`src/hw/gdp_defs.svh`:
```
// Register indices, reset values, field masks and timing counts for the
// dual GPIO port pin control block.
// Assumes an APB slave that decodes paddr[11:2] against the low index bits.
//
// How it works
// - Port-2 pull-up select, byte/bit, resets 00H.
// - Port-2 drive type 0 means push-pull.
// - Port-2 drive type only bits 0-2,4,5.
// - Port 3 eight pins, per-pin direction.
// - Direction 0 output, 1 input, reset FFH.
// - Port-3 direction accepts byte and bit access.
// - Output-mode latch write drives pin two pclk cycles after the write.
// - Input-mode read returns pin; write only latch.
// - Output-mode read returns latch value.
// - Port-3 open-drain choice only pins 3, 4.
// - Port-3 pull-up select, byte/bit, resets 00H.
// - Timer inputs four, five pass noise filter.
// - Pin drives latch OR alternate output.
// - Reset returns all port-3 pins to input.
// - Port-2 direction byte/bit, reset FFH, 0 output.
// - Port-2 latch always stores, drives in output.
`ifndef GDP_DEFS_SVH
`define GDP_DEFS_SVH

`define GDP_IDX_P2_LATCH 32'hFFFF_F004
`define GDP_IDX_P3_LATCH 32'hFFFF_F006
`define GDP_IDX_P2_DIR 32'hFFFF_F024
`define GDP_IDX_P3_DIR 32'hFFFF_F026
`define GDP_IDX_P2_PU 32'h0FFF_F084
`define GDP_IDX_P3_PU 32'hFFFF_F086
`define GDP_IDX_P2_OD 32'hFFFF_F0A4
`define GDP_IDX_P3_OD 32'hFFFF_F0A6

`define GDP_RST_LATCH 8'h00
`define GDP_RST_DIR 8'hFF
`define GDP_RST_PU 8'h00
`define GDP_RST_OD 8'h00

`define GDP_P2_OD_MASK 8'h37
`define GDP_P3_OD_MASK 8'h18

`define GDP_NF_SAMPLES 2'h3

`endif

```
`src/hw/gdp_pkg.sv`:
```
// Shared types for the dual GPIO port pin control block.
// Assumes gdp_defs.svh carries the numeric constants.
package gdp_pkg;
   typedef logic [7:0] gdp_byte_t;

   typedef struct packed {
      gdp_byte_t latch;
      gdp_byte_t dir;
      gdp_byte_t pu;
      gdp_byte_t od;
   } gdp_port_s;

   typedef struct packed {
      gdp_byte_t o;
      gdp_byte_t oe;
      gdp_byte_t pu;
   } gdp_pins_s;
endpackage

```
`src/hw/gdp_noise_filter.sv`:
```
// Digital noise eliminator for a timer input: output follows the input
// only after it differs for a fixed number of consecutive samples.
// Assumes its input is already synchronised to pclk.
`timescale 1ns/1ps
`default_nettype none
`include "gdp_defs.svh"
module gdp_noise_filter (
   input wire logic pclk,
   input wire logic presetn,
   input wire logic in_sync,
   output logic filt_o
);
   logic [1:0] cnt_r;
   logic [1:0] cnt_nxt;
   logic filt_nxt;

   always_comb begin
      cnt_nxt = 2'h0;
      filt_nxt = filt_o;
      if (in_sync != filt_o) begin
         if (cnt_r == `GDP_NF_SAMPLES - 2'h1) begin
            filt_nxt = in_sync;
         end else begin
            cnt_nxt = cnt_r + 2'h1;
         end
      end
   end

   always_ff @(posedge pclk or negedge presetn) begin
      if (!presetn) begin
         cnt_r <= 2'h0;
         filt_o <= 1'b0;
      end else begin
         cnt_r <= cnt_nxt;
         filt_o <= filt_nxt;
      end
   end
endmodule
`default_nettype wire

```
`src/hw/gdp_pin_cell.sv`:
```
// One pin driver: merges latch and alternate output, applies direction
// and drive type, registers the pad controls.
// Assumes settings come from registers on the same clock.
`timescale 1ns/1ps
`default_nettype none
module gdp_pin_cell (
   input wire logic pclk,
   input wire logic presetn,
   input wire logic latch,
   input wire logic dir,
   input wire logic alt,
   input wire logic od_sel,
   input wire logic pu_sel,
   output logic pin_o,
   output logic pin_oe,
   output logic pu_en
);
   logic eff;
   logic o_nxt;
   logic oe_nxt;

   always_comb begin
      eff = latch | alt;
      o_nxt = od_sel ? 1'b0 : eff;
      oe_nxt = ~dir & (od_sel ? ~eff : 1'b1);
   end

   always_ff @(posedge pclk or negedge presetn) begin
      if (!presetn) begin
         pin_o <= 1'b0;
         pin_oe <= 1'b0;
         pu_en <= 1'b0;
      end else begin
         pin_o <= o_nxt;
         pin_oe <= oe_nxt;
         pu_en <= pu_sel;
      end
   end
endmodule
`default_nettype wire

```
`src/hw/gdp_top.sv`:
```
// APB register file and pin control for two 8-bit GPIO ports.
// Assumes pins are from outside the clock domain, alternate outputs and
// address mode enables come from on-chip logic on pclk.
//
// The APB slave port is this design's own decision.
`timescale 1ns/1ps
`default_nettype none
`include "gdp_defs.svh"
module gdp_top (
   input wire logic pclk,
   input wire logic presetn,
   input wire logic psel,
   input wire logic penable,
   input wire logic pwrite,
   input wire logic [11:0] paddr,
   input wire logic [31:0] pwdata,
   input wire logic [3:0] pstrb,
   output logic [31:0] prdata,
   output logic pready,
   output logic pslverr,
   input wire logic [7:0] p2_pin_i,
   input wire logic [7:0] p3_pin_i,
   input wire logic [7:0] p2_alt_o,
   input wire logic [7:0] p3_alt_o,
   input wire logic [2:0] address_output_mode_reg,
   input wire logic [2:0] ext_address_bits,
   output var gdp_pkg::gdp_pins_s p2_pins,
   output var gdp_pkg::gdp_pins_s p3_pins,
   output logic timer_input_four,
   output logic timer_input_five
);
   localparam logic [31:0] IDX_P2_LATCH = `GDP_IDX_P2_LATCH;
   localparam logic [31:0] IDX_P3_LATCH = `GDP_IDX_P3_LATCH;
   localparam logic [31:0] IDX_P2_DIR = `GDP_IDX_P2_DIR;
   localparam logic [31:0] IDX_P3_DIR = `GDP_IDX_P3_DIR;
   localparam logic [31:0] IDX_P2_PU = `GDP_IDX_P2_PU;
   localparam logic [31:0] IDX_P3_PU = `GDP_IDX_P3_PU;
   localparam logic [31:0] IDX_P2_OD = `GDP_IDX_P2_OD;
   localparam logic [31:0] IDX_P3_OD = `GDP_IDX_P3_OD;

   ////////////////////////////////////////////////////////////////////////
   // Pin synchronisers

   logic [7:0] p2_meta_r;
   logic [7:0] p2_sync_r;
   logic [7:0] p3_meta_r;
   logic [7:0] p3_sync_r;

   always_ff @(posedge pclk or negedge presetn) begin
      if (!presetn) begin
         p2_meta_r <= 8'h00;
         p2_sync_r <= 8'h00;
         p3_meta_r <= 8'h00;
         p3_sync_r <= 8'h00;
      end else begin
         p2_meta_r <= p2_pin_i;
         p2_sync_r <= p2_meta_r;
         p3_meta_r <= p3_pin_i;
         p3_sync_r <= p3_meta_r;
      end
   end

   ////////////////////////////////////////////////////////////////////////
   // APB slave and registers

   gdp_pkg::gdp_port_s p2_r;
   gdp_pkg::gdp_port_s p2_nxt;
   gdp_pkg::gdp_port_s p3_r;
   gdp_pkg::gdp_port_s p3_nxt;
   logic [31:0] prdata_nxt;
   logic pready_nxt;
   logic pslverr_nxt;
   logic [9:0] idx;
   logic hit;
   logic setup;
   logic wr_go;
   gdp_pkg::gdp_byte_t rd_byte;
   gdp_pkg::gdp_byte_t wbyte;

   assign idx = paddr[11:2];
   assign setup = psel & ~penable;
   assign wbyte = pwdata[7:0];
   // Bit access from the CPU arrives as a byte write on lane 0
   assign wr_go = psel & penable & pwrite & pready & ~pslverr & pstrb[0];

   always_comb begin
      hit = 1'b1;
      rd_byte = 8'h00;
      unique case (idx)
         IDX_P2_LATCH[9:0]: rd_byte = (p2_r.dir & p2_sync_r) | (~p2_r.dir & p2_r.latch);
         IDX_P3_LATCH[9:0]: rd_byte = (p3_r.dir & p3_sync_r) | (~p3_r.dir & p3_r.latch);
         IDX_P2_DIR[9:0]: rd_byte = p2_r.dir;
         IDX_P3_DIR[9:0]: rd_byte = p3_r.dir;
         IDX_P2_PU[9:0]: rd_byte = p2_r.pu;
         IDX_P3_PU[9:0]: rd_byte = p3_r.pu;
         IDX_P2_OD[9:0]: rd_byte = p2_r.od;
         IDX_P3_OD[9:0]: rd_byte = p3_r.od;
         default: hit = 1'b0;
      endcase
   end

   always_comb begin
      // Zero-wait answer: setup cycle primes pready for the access phase
      pready_nxt = setup;
      pslverr_nxt = setup & ~hit;
      prdata_nxt = (setup & ~pwrite) ? {24'h000000, rd_byte} : 32'h0000_0000;
      p2_nxt = p2_r;
      p3_nxt = p3_r;
      if (wr_go) begin
         unique case (idx)
            IDX_P2_LATCH[9:0]: p2_nxt.latch = wbyte;
            IDX_P3_LATCH[9:0]: p3_nxt.latch = wbyte;
            IDX_P2_DIR[9:0]: p2_nxt.dir = wbyte;
            IDX_P3_DIR[9:0]: p3_nxt.dir = wbyte;
            IDX_P2_PU[9:0]: p2_nxt.pu = wbyte;
            IDX_P3_PU[9:0]: p3_nxt.pu = wbyte;
            IDX_P2_OD[9:0]: p2_nxt.od = wbyte & `GDP_P2_OD_MASK;
            IDX_P3_OD[9:0]: p3_nxt.od = wbyte & `GDP_P3_OD_MASK;
            default: p2_nxt = p2_r;
         endcase
      end
   end

   always_ff @(posedge pclk or negedge presetn) begin
      if (!presetn) begin
         p2_r <= {`GDP_RST_LATCH, `GDP_RST_DIR, `GDP_RST_PU, `GDP_RST_OD};
         p3_r <= {`GDP_RST_LATCH, `GDP_RST_DIR, `GDP_RST_PU, `GDP_RST_OD};
         prdata <= 32'h0000_0000;
         pready <= 1'b0;
         pslverr <= 1'b0;
      end else begin
         p2_r <= p2_nxt;
         p3_r <= p3_nxt;
         prdata <= prdata_nxt;
         pready <= pready_nxt;
         pslverr <= pslverr_nxt;
      end
   end

   ////////////////////////////////////////////////////////////////////////
   // Pin drivers

   gdp_pkg::gdp_byte_t p3_alt;

   // Address outputs rely on software clearing direction and latch bits 4-6
   assign p3_alt = p3_alt_o | {1'b0, ext_address_bits & address_output_mode_reg, 4'h0};

   genvar g;
   generate
      for (g = 0; g < 8; g++) begin : g_pin
         gdp_pin_cell u_p2 (
            .pclk(pclk),
            .presetn(presetn),
            .latch(p2_r.latch[g]),
            .dir(p2_r.dir[g]),
            .alt(p2_alt_o[g]),
            .od_sel(p2_r.od[g]),
            .pu_sel(p2_r.pu[g]),
            .pin_o(p2_pins.o[g]),
            .pin_oe(p2_pins.oe[g]),
            .pu_en(p2_pins.pu[g])
         );
         gdp_pin_cell u_p3 (
            .pclk(pclk),
            .presetn(presetn),
            .latch(p3_r.latch[g]),
            .dir(p3_r.dir[g]),
            .alt(p3_alt[g]),
            .od_sel(p3_r.od[g]),
            .pu_sel(p3_r.pu[g]),
            .pin_o(p3_pins.o[g]),
            .pin_oe(p3_pins.oe[g]),
            .pu_en(p3_pins.pu[g])
         );
      end
   endgenerate

   ////////////////////////////////////////////////////////////////////////
   // Timer inputs through noise eliminator

   gdp_noise_filter u_nf_four (
      .pclk(pclk),
      .presetn(presetn),
      .in_sync(p3_sync_r[6]),
      .filt_o(timer_input_four)
   );

   gdp_noise_filter u_nf_five (
      .pclk(pclk),
      .presetn(presetn),
      .in_sync(p3_sync_r[7]),
      .filt_o(timer_input_five)
   );
endmodule
`default_nettype wire

```
`config.mk`:
```
export PLATFORM = sky130hd
export DESIGN_NAME = gdp_top
export DESIGN_NICKNAME = d
export VERILOG_FILES = /design/src/hw/gdp_pkg.sv /design/src/hw/gdp_noise_filter.sv /design/src/hw/gdp_pin_cell.sv /design/src/hw/gdp_top.sv
export VERILOG_INCLUDE_DIRS = /design/src /design/src/hw
export SDC_FILE = /design/constraint.sdc
export NUM_CORES = 1
export LEC_CHECK = 0
export BUFFER_PORTS_ARGS = -buffer_cell sky130_fd_sc_hd__buf_4
export CAP_MARGIN = 10
export CORE_ASPECT_RATIO = 1.1
export CORE_MARGIN = 2
export CORE_UTILIZATION = 50
export CTS_CLUSTER_DIAMETER = 120
export CTS_CLUSTER_SIZE = 24
export DETAILED_ROUTE_END_ITERATION = 8
export PLACE_DENSITY = 0.87
export SYNTH_ARGS = -nofsm -noshare
export SYNTH_HDL_FRONTEND = slang
export SYNTH_SLANG_ARGS = --single-unit
```
`constraint.sdc`:
```
create_clock -name pclk -period 2.44 [get_ports pclk]
set_clock_uncertainty 0.15 [all_clocks]
set_input_delay 0.488 -clock pclk [delete_from_list [all_inputs] [get_ports pclk]]
set_output_delay 0.488 -clock pclk [all_outputs]
set_load 0.02 [all_outputs]
```
# Word level (Yosys, flattened, before mapping)
# Cells that the tools add are included.
[word_totals] reg_bits=151 latchBits=0 mem_bits_rw=0 mem_bits_ro=0 in_bits=91 output_inout_bits=84 elab_cells=181 mem_count=0
[op_classes] addsub=2 mul=0 div_mod_pow=0 n_lt_le_gt_ge=0 n_eq_ne=12 shifts=0 mux=21 n_bitwise=68 reduce_logical=11
[op_table] cell="case mux 8 bit (8 select lines)" n=1
[op_table] cell="== test 10 x 8 -> 1 bit, second input constant" n=4
[op_table] cell="bitwise AND 8 bit" n=4
[op_table] cell="NOT 1 bit" n=27
[op_table] cell="== test 10 x 3 -> 1 bit, second input constant" n=2
[op_table] cell="== test 10 x 6 -> 1 bit, second input constant" n=2
[op_table] cell="AND reduction 2 bit" n=10
[op_table] cell="NOT 8 bit" n=2
[op_table] cell="bitwise OR 1 bit" n=16
[op_table] cell="bitwise OR 8 bit" n=2
[op_table] cell="bitwise AND 1 bit" n=15
[op_table] cell="two-way mux 1 bit" n=15
[op_table] cell="two-way mux 2 bit" n=4
[op_table] cell="two-way mux 8 bit" n=1
[op_table] cell="bitwise OR 8 x 7 -> 8 bit" n=1
[op_table] cell="OR reduction 8 bit" n=1
[op_table] cell="adder 2 x 1 -> 2 bit, second input constant" n=2
[op_table] cell="== test 2 bit, second input constant" n=2
[op_table] cell="bitwise AND 3 bit" n=1
[op_table] cell="!= test 1 bit" n=2

# Longest topological paths before layout
[logic_depth] word_depth=6 ltp_mapped=7 ltp_nobuf=5

# Cells and area by module
# From an unflattened synthesis, not the netlist that was laid out.
[unflattened] hier_cells=409 area_unflattened_um2=5972.0
[modules_own_cells] mod="gdp_top" instances=1 cells_per_inst=297 area_per_inst_um2=4180.3 seq_area_each_um2=2447.3
[modules_own_cells] mod="gdp_pin_cell" instances=16 cells_per_inst=6 area_per_inst_um2=96.3 seq_area_each_um2=75.1
[modules_own_cells] mod="gdp_noise_filter" instances=2 cells_per_inst=8 area_per_inst_um2=125.1 seq_area_each_um2=75.1

# Worst setup path after synthesis
# Ideal clock, no wire load.
[synth_path] path_kind="in2reg" from="input paddr[5]" to="register p3_r[10] (netlist bit)" setup_ns=0.125 t_arrival_ns=1.900 required_ns=2.165 slack_ns=0.265 stages=5 path_buffers=1 path_cell_list="or3b_4 -> nor4_4 -> and3_2 -> buf_4 -> mux2_2"
[synth_between] elab_chain_cells=2
[synth_lines] element="start, declared" line_no="gdp_top.sv:15" rtl="input wire logic [11:0] paddr,"
[synth_lines] element="== test 10 x 8 -> 1 bit" line_no="gdp_top.sv:110" rtl="unique case (idx)"
[synth_lines] element="AND reduction 2 bit (no line)"
[synth_lines] element="end signal, assigned" line_no="gdp_top.sv:127" rtl="p3_r <= {`GDP_RST_LATCH, `GDP_RST_DIR, `GDP_RST_PU, `GDP_RST_OD};"
[synth_lines] element="end signal, assigned" line_no="gdp_top.sv:133" rtl="p3_r <= p3_nxt;"
[synth_lines] element="end, declared" line_no="gdp_top.sv:68" rtl="gdp_pkg::gdp_port_s p3_r;"
# Every way passes these cells.
# A chain may end at the register's enable or synchronous reset.

# Final worst setup path
[layout_path] from="input paddr[5]" to="register p3_r[15] (netlist bit)"
# The elaborated chain is that of the path after synthesis.

==> out/metrics.cfg <==
[yosys]
synth_enable_flop_cells = 0
post_synth_inst_count = 461
ys.flop_type = sky130_fd_sc_hd__dfrtp_1
synthesis_stage_register_bit_count = 151
seq_area_frac_synth_pct = 61.6
syn-cell-area_mm2 = 0.00616
postSynth.asyncResetShare_pct = 100
synthesis.yosys.warnings = 0
post_synth.cell_area_avg_um2 = 13.4
synth.distinct_cells = 52

[global_route]
grt_use_total_pct = 20.0
antenna_found_initial = 0
grt_start_max_net_pins = 46
grt_pass1_vias = 3767
congestion_overflow_gr = 0
grt_first_pass_wirelength_um = 19300

[critical_path]
crit_path_end_kind = register
critical_path.n_buffers_inverters = 2
worst_r2r_path_depth = 5
cp-start-kind = primary input
path_class = primary input to register
reg2reg_to = p3_r[15]$_DFFE_PN0P_
critPathMaxFanout = 8
worstSetupStartpoint = paddr[5]
timing.critical_path.max_delay_family = simple AND/OR/NAND/NOR gates
critical_path.max_stage_delay_ns = 0.40
regToRegStartpoint = pslverr$_DFF_PN0_
r2r_setup_slack_ns = 0.46
critical_path_required_ns = 2.59
cp.arrival_ns = 2.20
critical_path.cell_chain = buf_4, or3b_4, nor4_4, buf_4, and3_2, mux2_2
worst_path_max_delay_cell = sky130_fd_sc_hd__or3b_4
worst_path_most_repeated_cell = sky130_fd_sc_hd__buf_4

[timing]
final.setup.worst_slack_ns = 0.385
finalCritPeriodShare_pct = 84.2
setup-tns-final_ns = 0
post-route-min-period_ns = 2.06
timing.final.max_slew_violations = 0
hold_viol = 0
max_freq_ghz = 0.487
rsz0062_at_grt = false
setup-violations-final = 0

[finish]
final_util_pct = 62.4
final_common_cell = sky130_fd_sc_hd__dfrtp_1
final_cell_mix = 135 x sky130_fd_sc_hd__dfrtp_1, 133 x sky130_fd_sc_hd__buf_4, 53 x sky130_fd_sc_hd__mux2_2
max_reg_flops = 29
most_flop_heavy_register = p2_r
post_route_cells_drive_above_1_share_pct = 45.5
num-nets-final = 651
number_of_diodes_added_for_antenna_fixing = 0
final_cell_count_without_fillers = 727
largest_registers = p2_r (29), p3_r (26)
area_growth_from_synthesis_to_layout_pct = 21.9

[route]
route.detailed.vias_per_inst = 5.05
drtPass1Iterations = 4
1st_iter_drt_viols = 187
route.vias.total = 3672
routedWlPerCell_um = 17.1
route.detailed.drc = 0
number_of_antenna_violating_nets_in_the_routed_design = 0
drt_wl_total_um = 12400

[clock_tree]
clk-insertion-delay-late_ns = 0.42
clk_transition_reported_paths_ns = 0.06
cts-htree-levels = 4
cts_setup_buffers = 0
clock_sink_count = 151
clockRootBuffer = sky130_fd_sc_hd__clkbuf_16
cts_resized = 0
cts_hold_buf = 1
cts-root-to-sink-buffers = 2
total_clock_buffers_created_by_cts = 17
cts_tree = built

[floorplan]
placeableCoreArea_mm2 = 0.0120
initial_core_util_pct = 51.2
io-pin-count = 175
die_w_um = 110
die_height_um = 120
rows = 42
dieArea_mm2 = 0.0132

[power_and_ir_drop]
p_per_area_mw_per_mm2 = 752
worst_ir_drop_vdd_mv = 0.360
power.leakage_uw = 0.00360

[min_path]
min-delay-start = p3_pin_i[4]
holdPathEnd = p3_meta_r[4]$_DFF_PN0_
hold_path_depth = 1
worst_hold_path_type = primary input to register

[flow_run]
maxCapViolCount = 0

[placed_design]
placedCellCount = 693
place_ws_ns = -0.0408
place.port_buffers = 121
routabilityCongestion = 0.805
dp.final_hpwl_um = 8790

[run_status]
outcome = finished, final reports clean

[layout make-up]
type | count | area (µm²)
Sequential cell | 151 | 3800
Clock inverter | 12 | 151
Tap cell | 154 | 193
Multi-Input combinational cell | 239 | 1800
Fill cell | 900 | 4520
Timing Repair Buffer | 139 | 1090
Clock buffer | 20 | 437
Inverter | 12 | 45.0
[cell families (layout without fill, tap and decap cells)]
| family | Yosys count | in the layout | synth area share (%) |
|---|---|---|---|
| compound gates | 48 | 48 | 5.38 |
| xor+xnor | 2 | 2 | 0.284 |
| buf+inv | 94 | 183 | 10.6 |
| flops | 151 | 151 | 61.6 |
| mux | 68 | 68 | 12.4 |
| other cells | 1 | 24 | 0.0608 |
| simple gates | 97 | 97 | 9.72 |
[routing by layer]
layer | global-route usage [%] | vias up | wire (µm)
met1 | 24.5 | 1855 | 4940
met4 | 6.96 | 0 | 157
met5 | 0 | - | 0
li1 | - | 1676 | -
met2 | 32.9 | 128 | 6500
met3 | 6.63 | 13 | 811
[where the power goes]
| part | leakage, µW | switching, µW | internal (µW) |
|---|---|---|---|
| combinational | 0.00148 | 233 | 189 |
| sequential | 0.00184 | 48.9 | 2600 |
| clock | 0.000272 | 986 | 1600 |
| total | 0.00360 | 1270 | 4390 |
[per-stage QoR]
step                power [µW]  hold WS (ns)  area, µm²
floorplan                 2930        0.0424       6250
global placement          3090         0.183       6910
detailed placement        3110         0.186       6910
CTS                       5690       0.00777       7500
global route              5870      0.000236       7510
finish                    5650        0.0215       7510
[worst max-delay path by stage]
| stage | end | slack, ns | cells past startpoint |
|---|---|---|---|
| floorplan | p3_r[10]$_DFFE_PN0P_ | 0.27 | 5 |
| detailed placement | p3_r[8]$_DFFE_PN0P_ | -0.04 | 6 |
| CTS | p3_r[12]$_DFFE_PN0P_ | 0.39 | 6 |
| finish | p3_r[15]$_DFFE_PN0P_ | 0.38 | 6 |
| global route | p3_r[15]$_DFFE_PN0P_ | 0.35 | 6 |
| global placement | p3_r[15]$_DFFE_PN0P_ | 0.02 | 6 |
[synth_stat cells (5+ instances only)]
cell / count / area share, %
sky130_fd_sc_hd__a21oi_1: 6 / 0.49
sky130_fd_sc_hd__a22oi_1: 6 / 0.73
sky130_fd_sc_hd__buf_4: 74 / 9.0
sky130_fd_sc_hd__clkbuf_1: 5 / 0.30
sky130_fd_sc_hd__dfrtp_1: 135 / 55
sky130_fd_sc_hd__dfstp_2: 16 / 6.8
sky130_fd_sc_hd__inv_1: 12 / 0.73
sky130_fd_sc_hd__mux2_2: 53 / 9.7
sky130_fd_sc_hd__mux2i_1: 9 / 1.5
sky130_fd_sc_hd__nand2_1: 10 / 0.61
sky130_fd_sc_hd__nand2b_1: 6 / 0.61
sky130_fd_sc_hd__nand3_1: 5 / 0.41
sky130_fd_sc_hd__nor2_1: 26 / 1.6
sky130_fd_sc_hd__nor2b_1: 11 / 1.1
sky130_fd_sc_hd__o21ai_0: 10 / 0.81
sky130_fd_sc_hd__or2_2: 9 / 0.91
No activity file was read; power rests on OpenSTA's default activity.
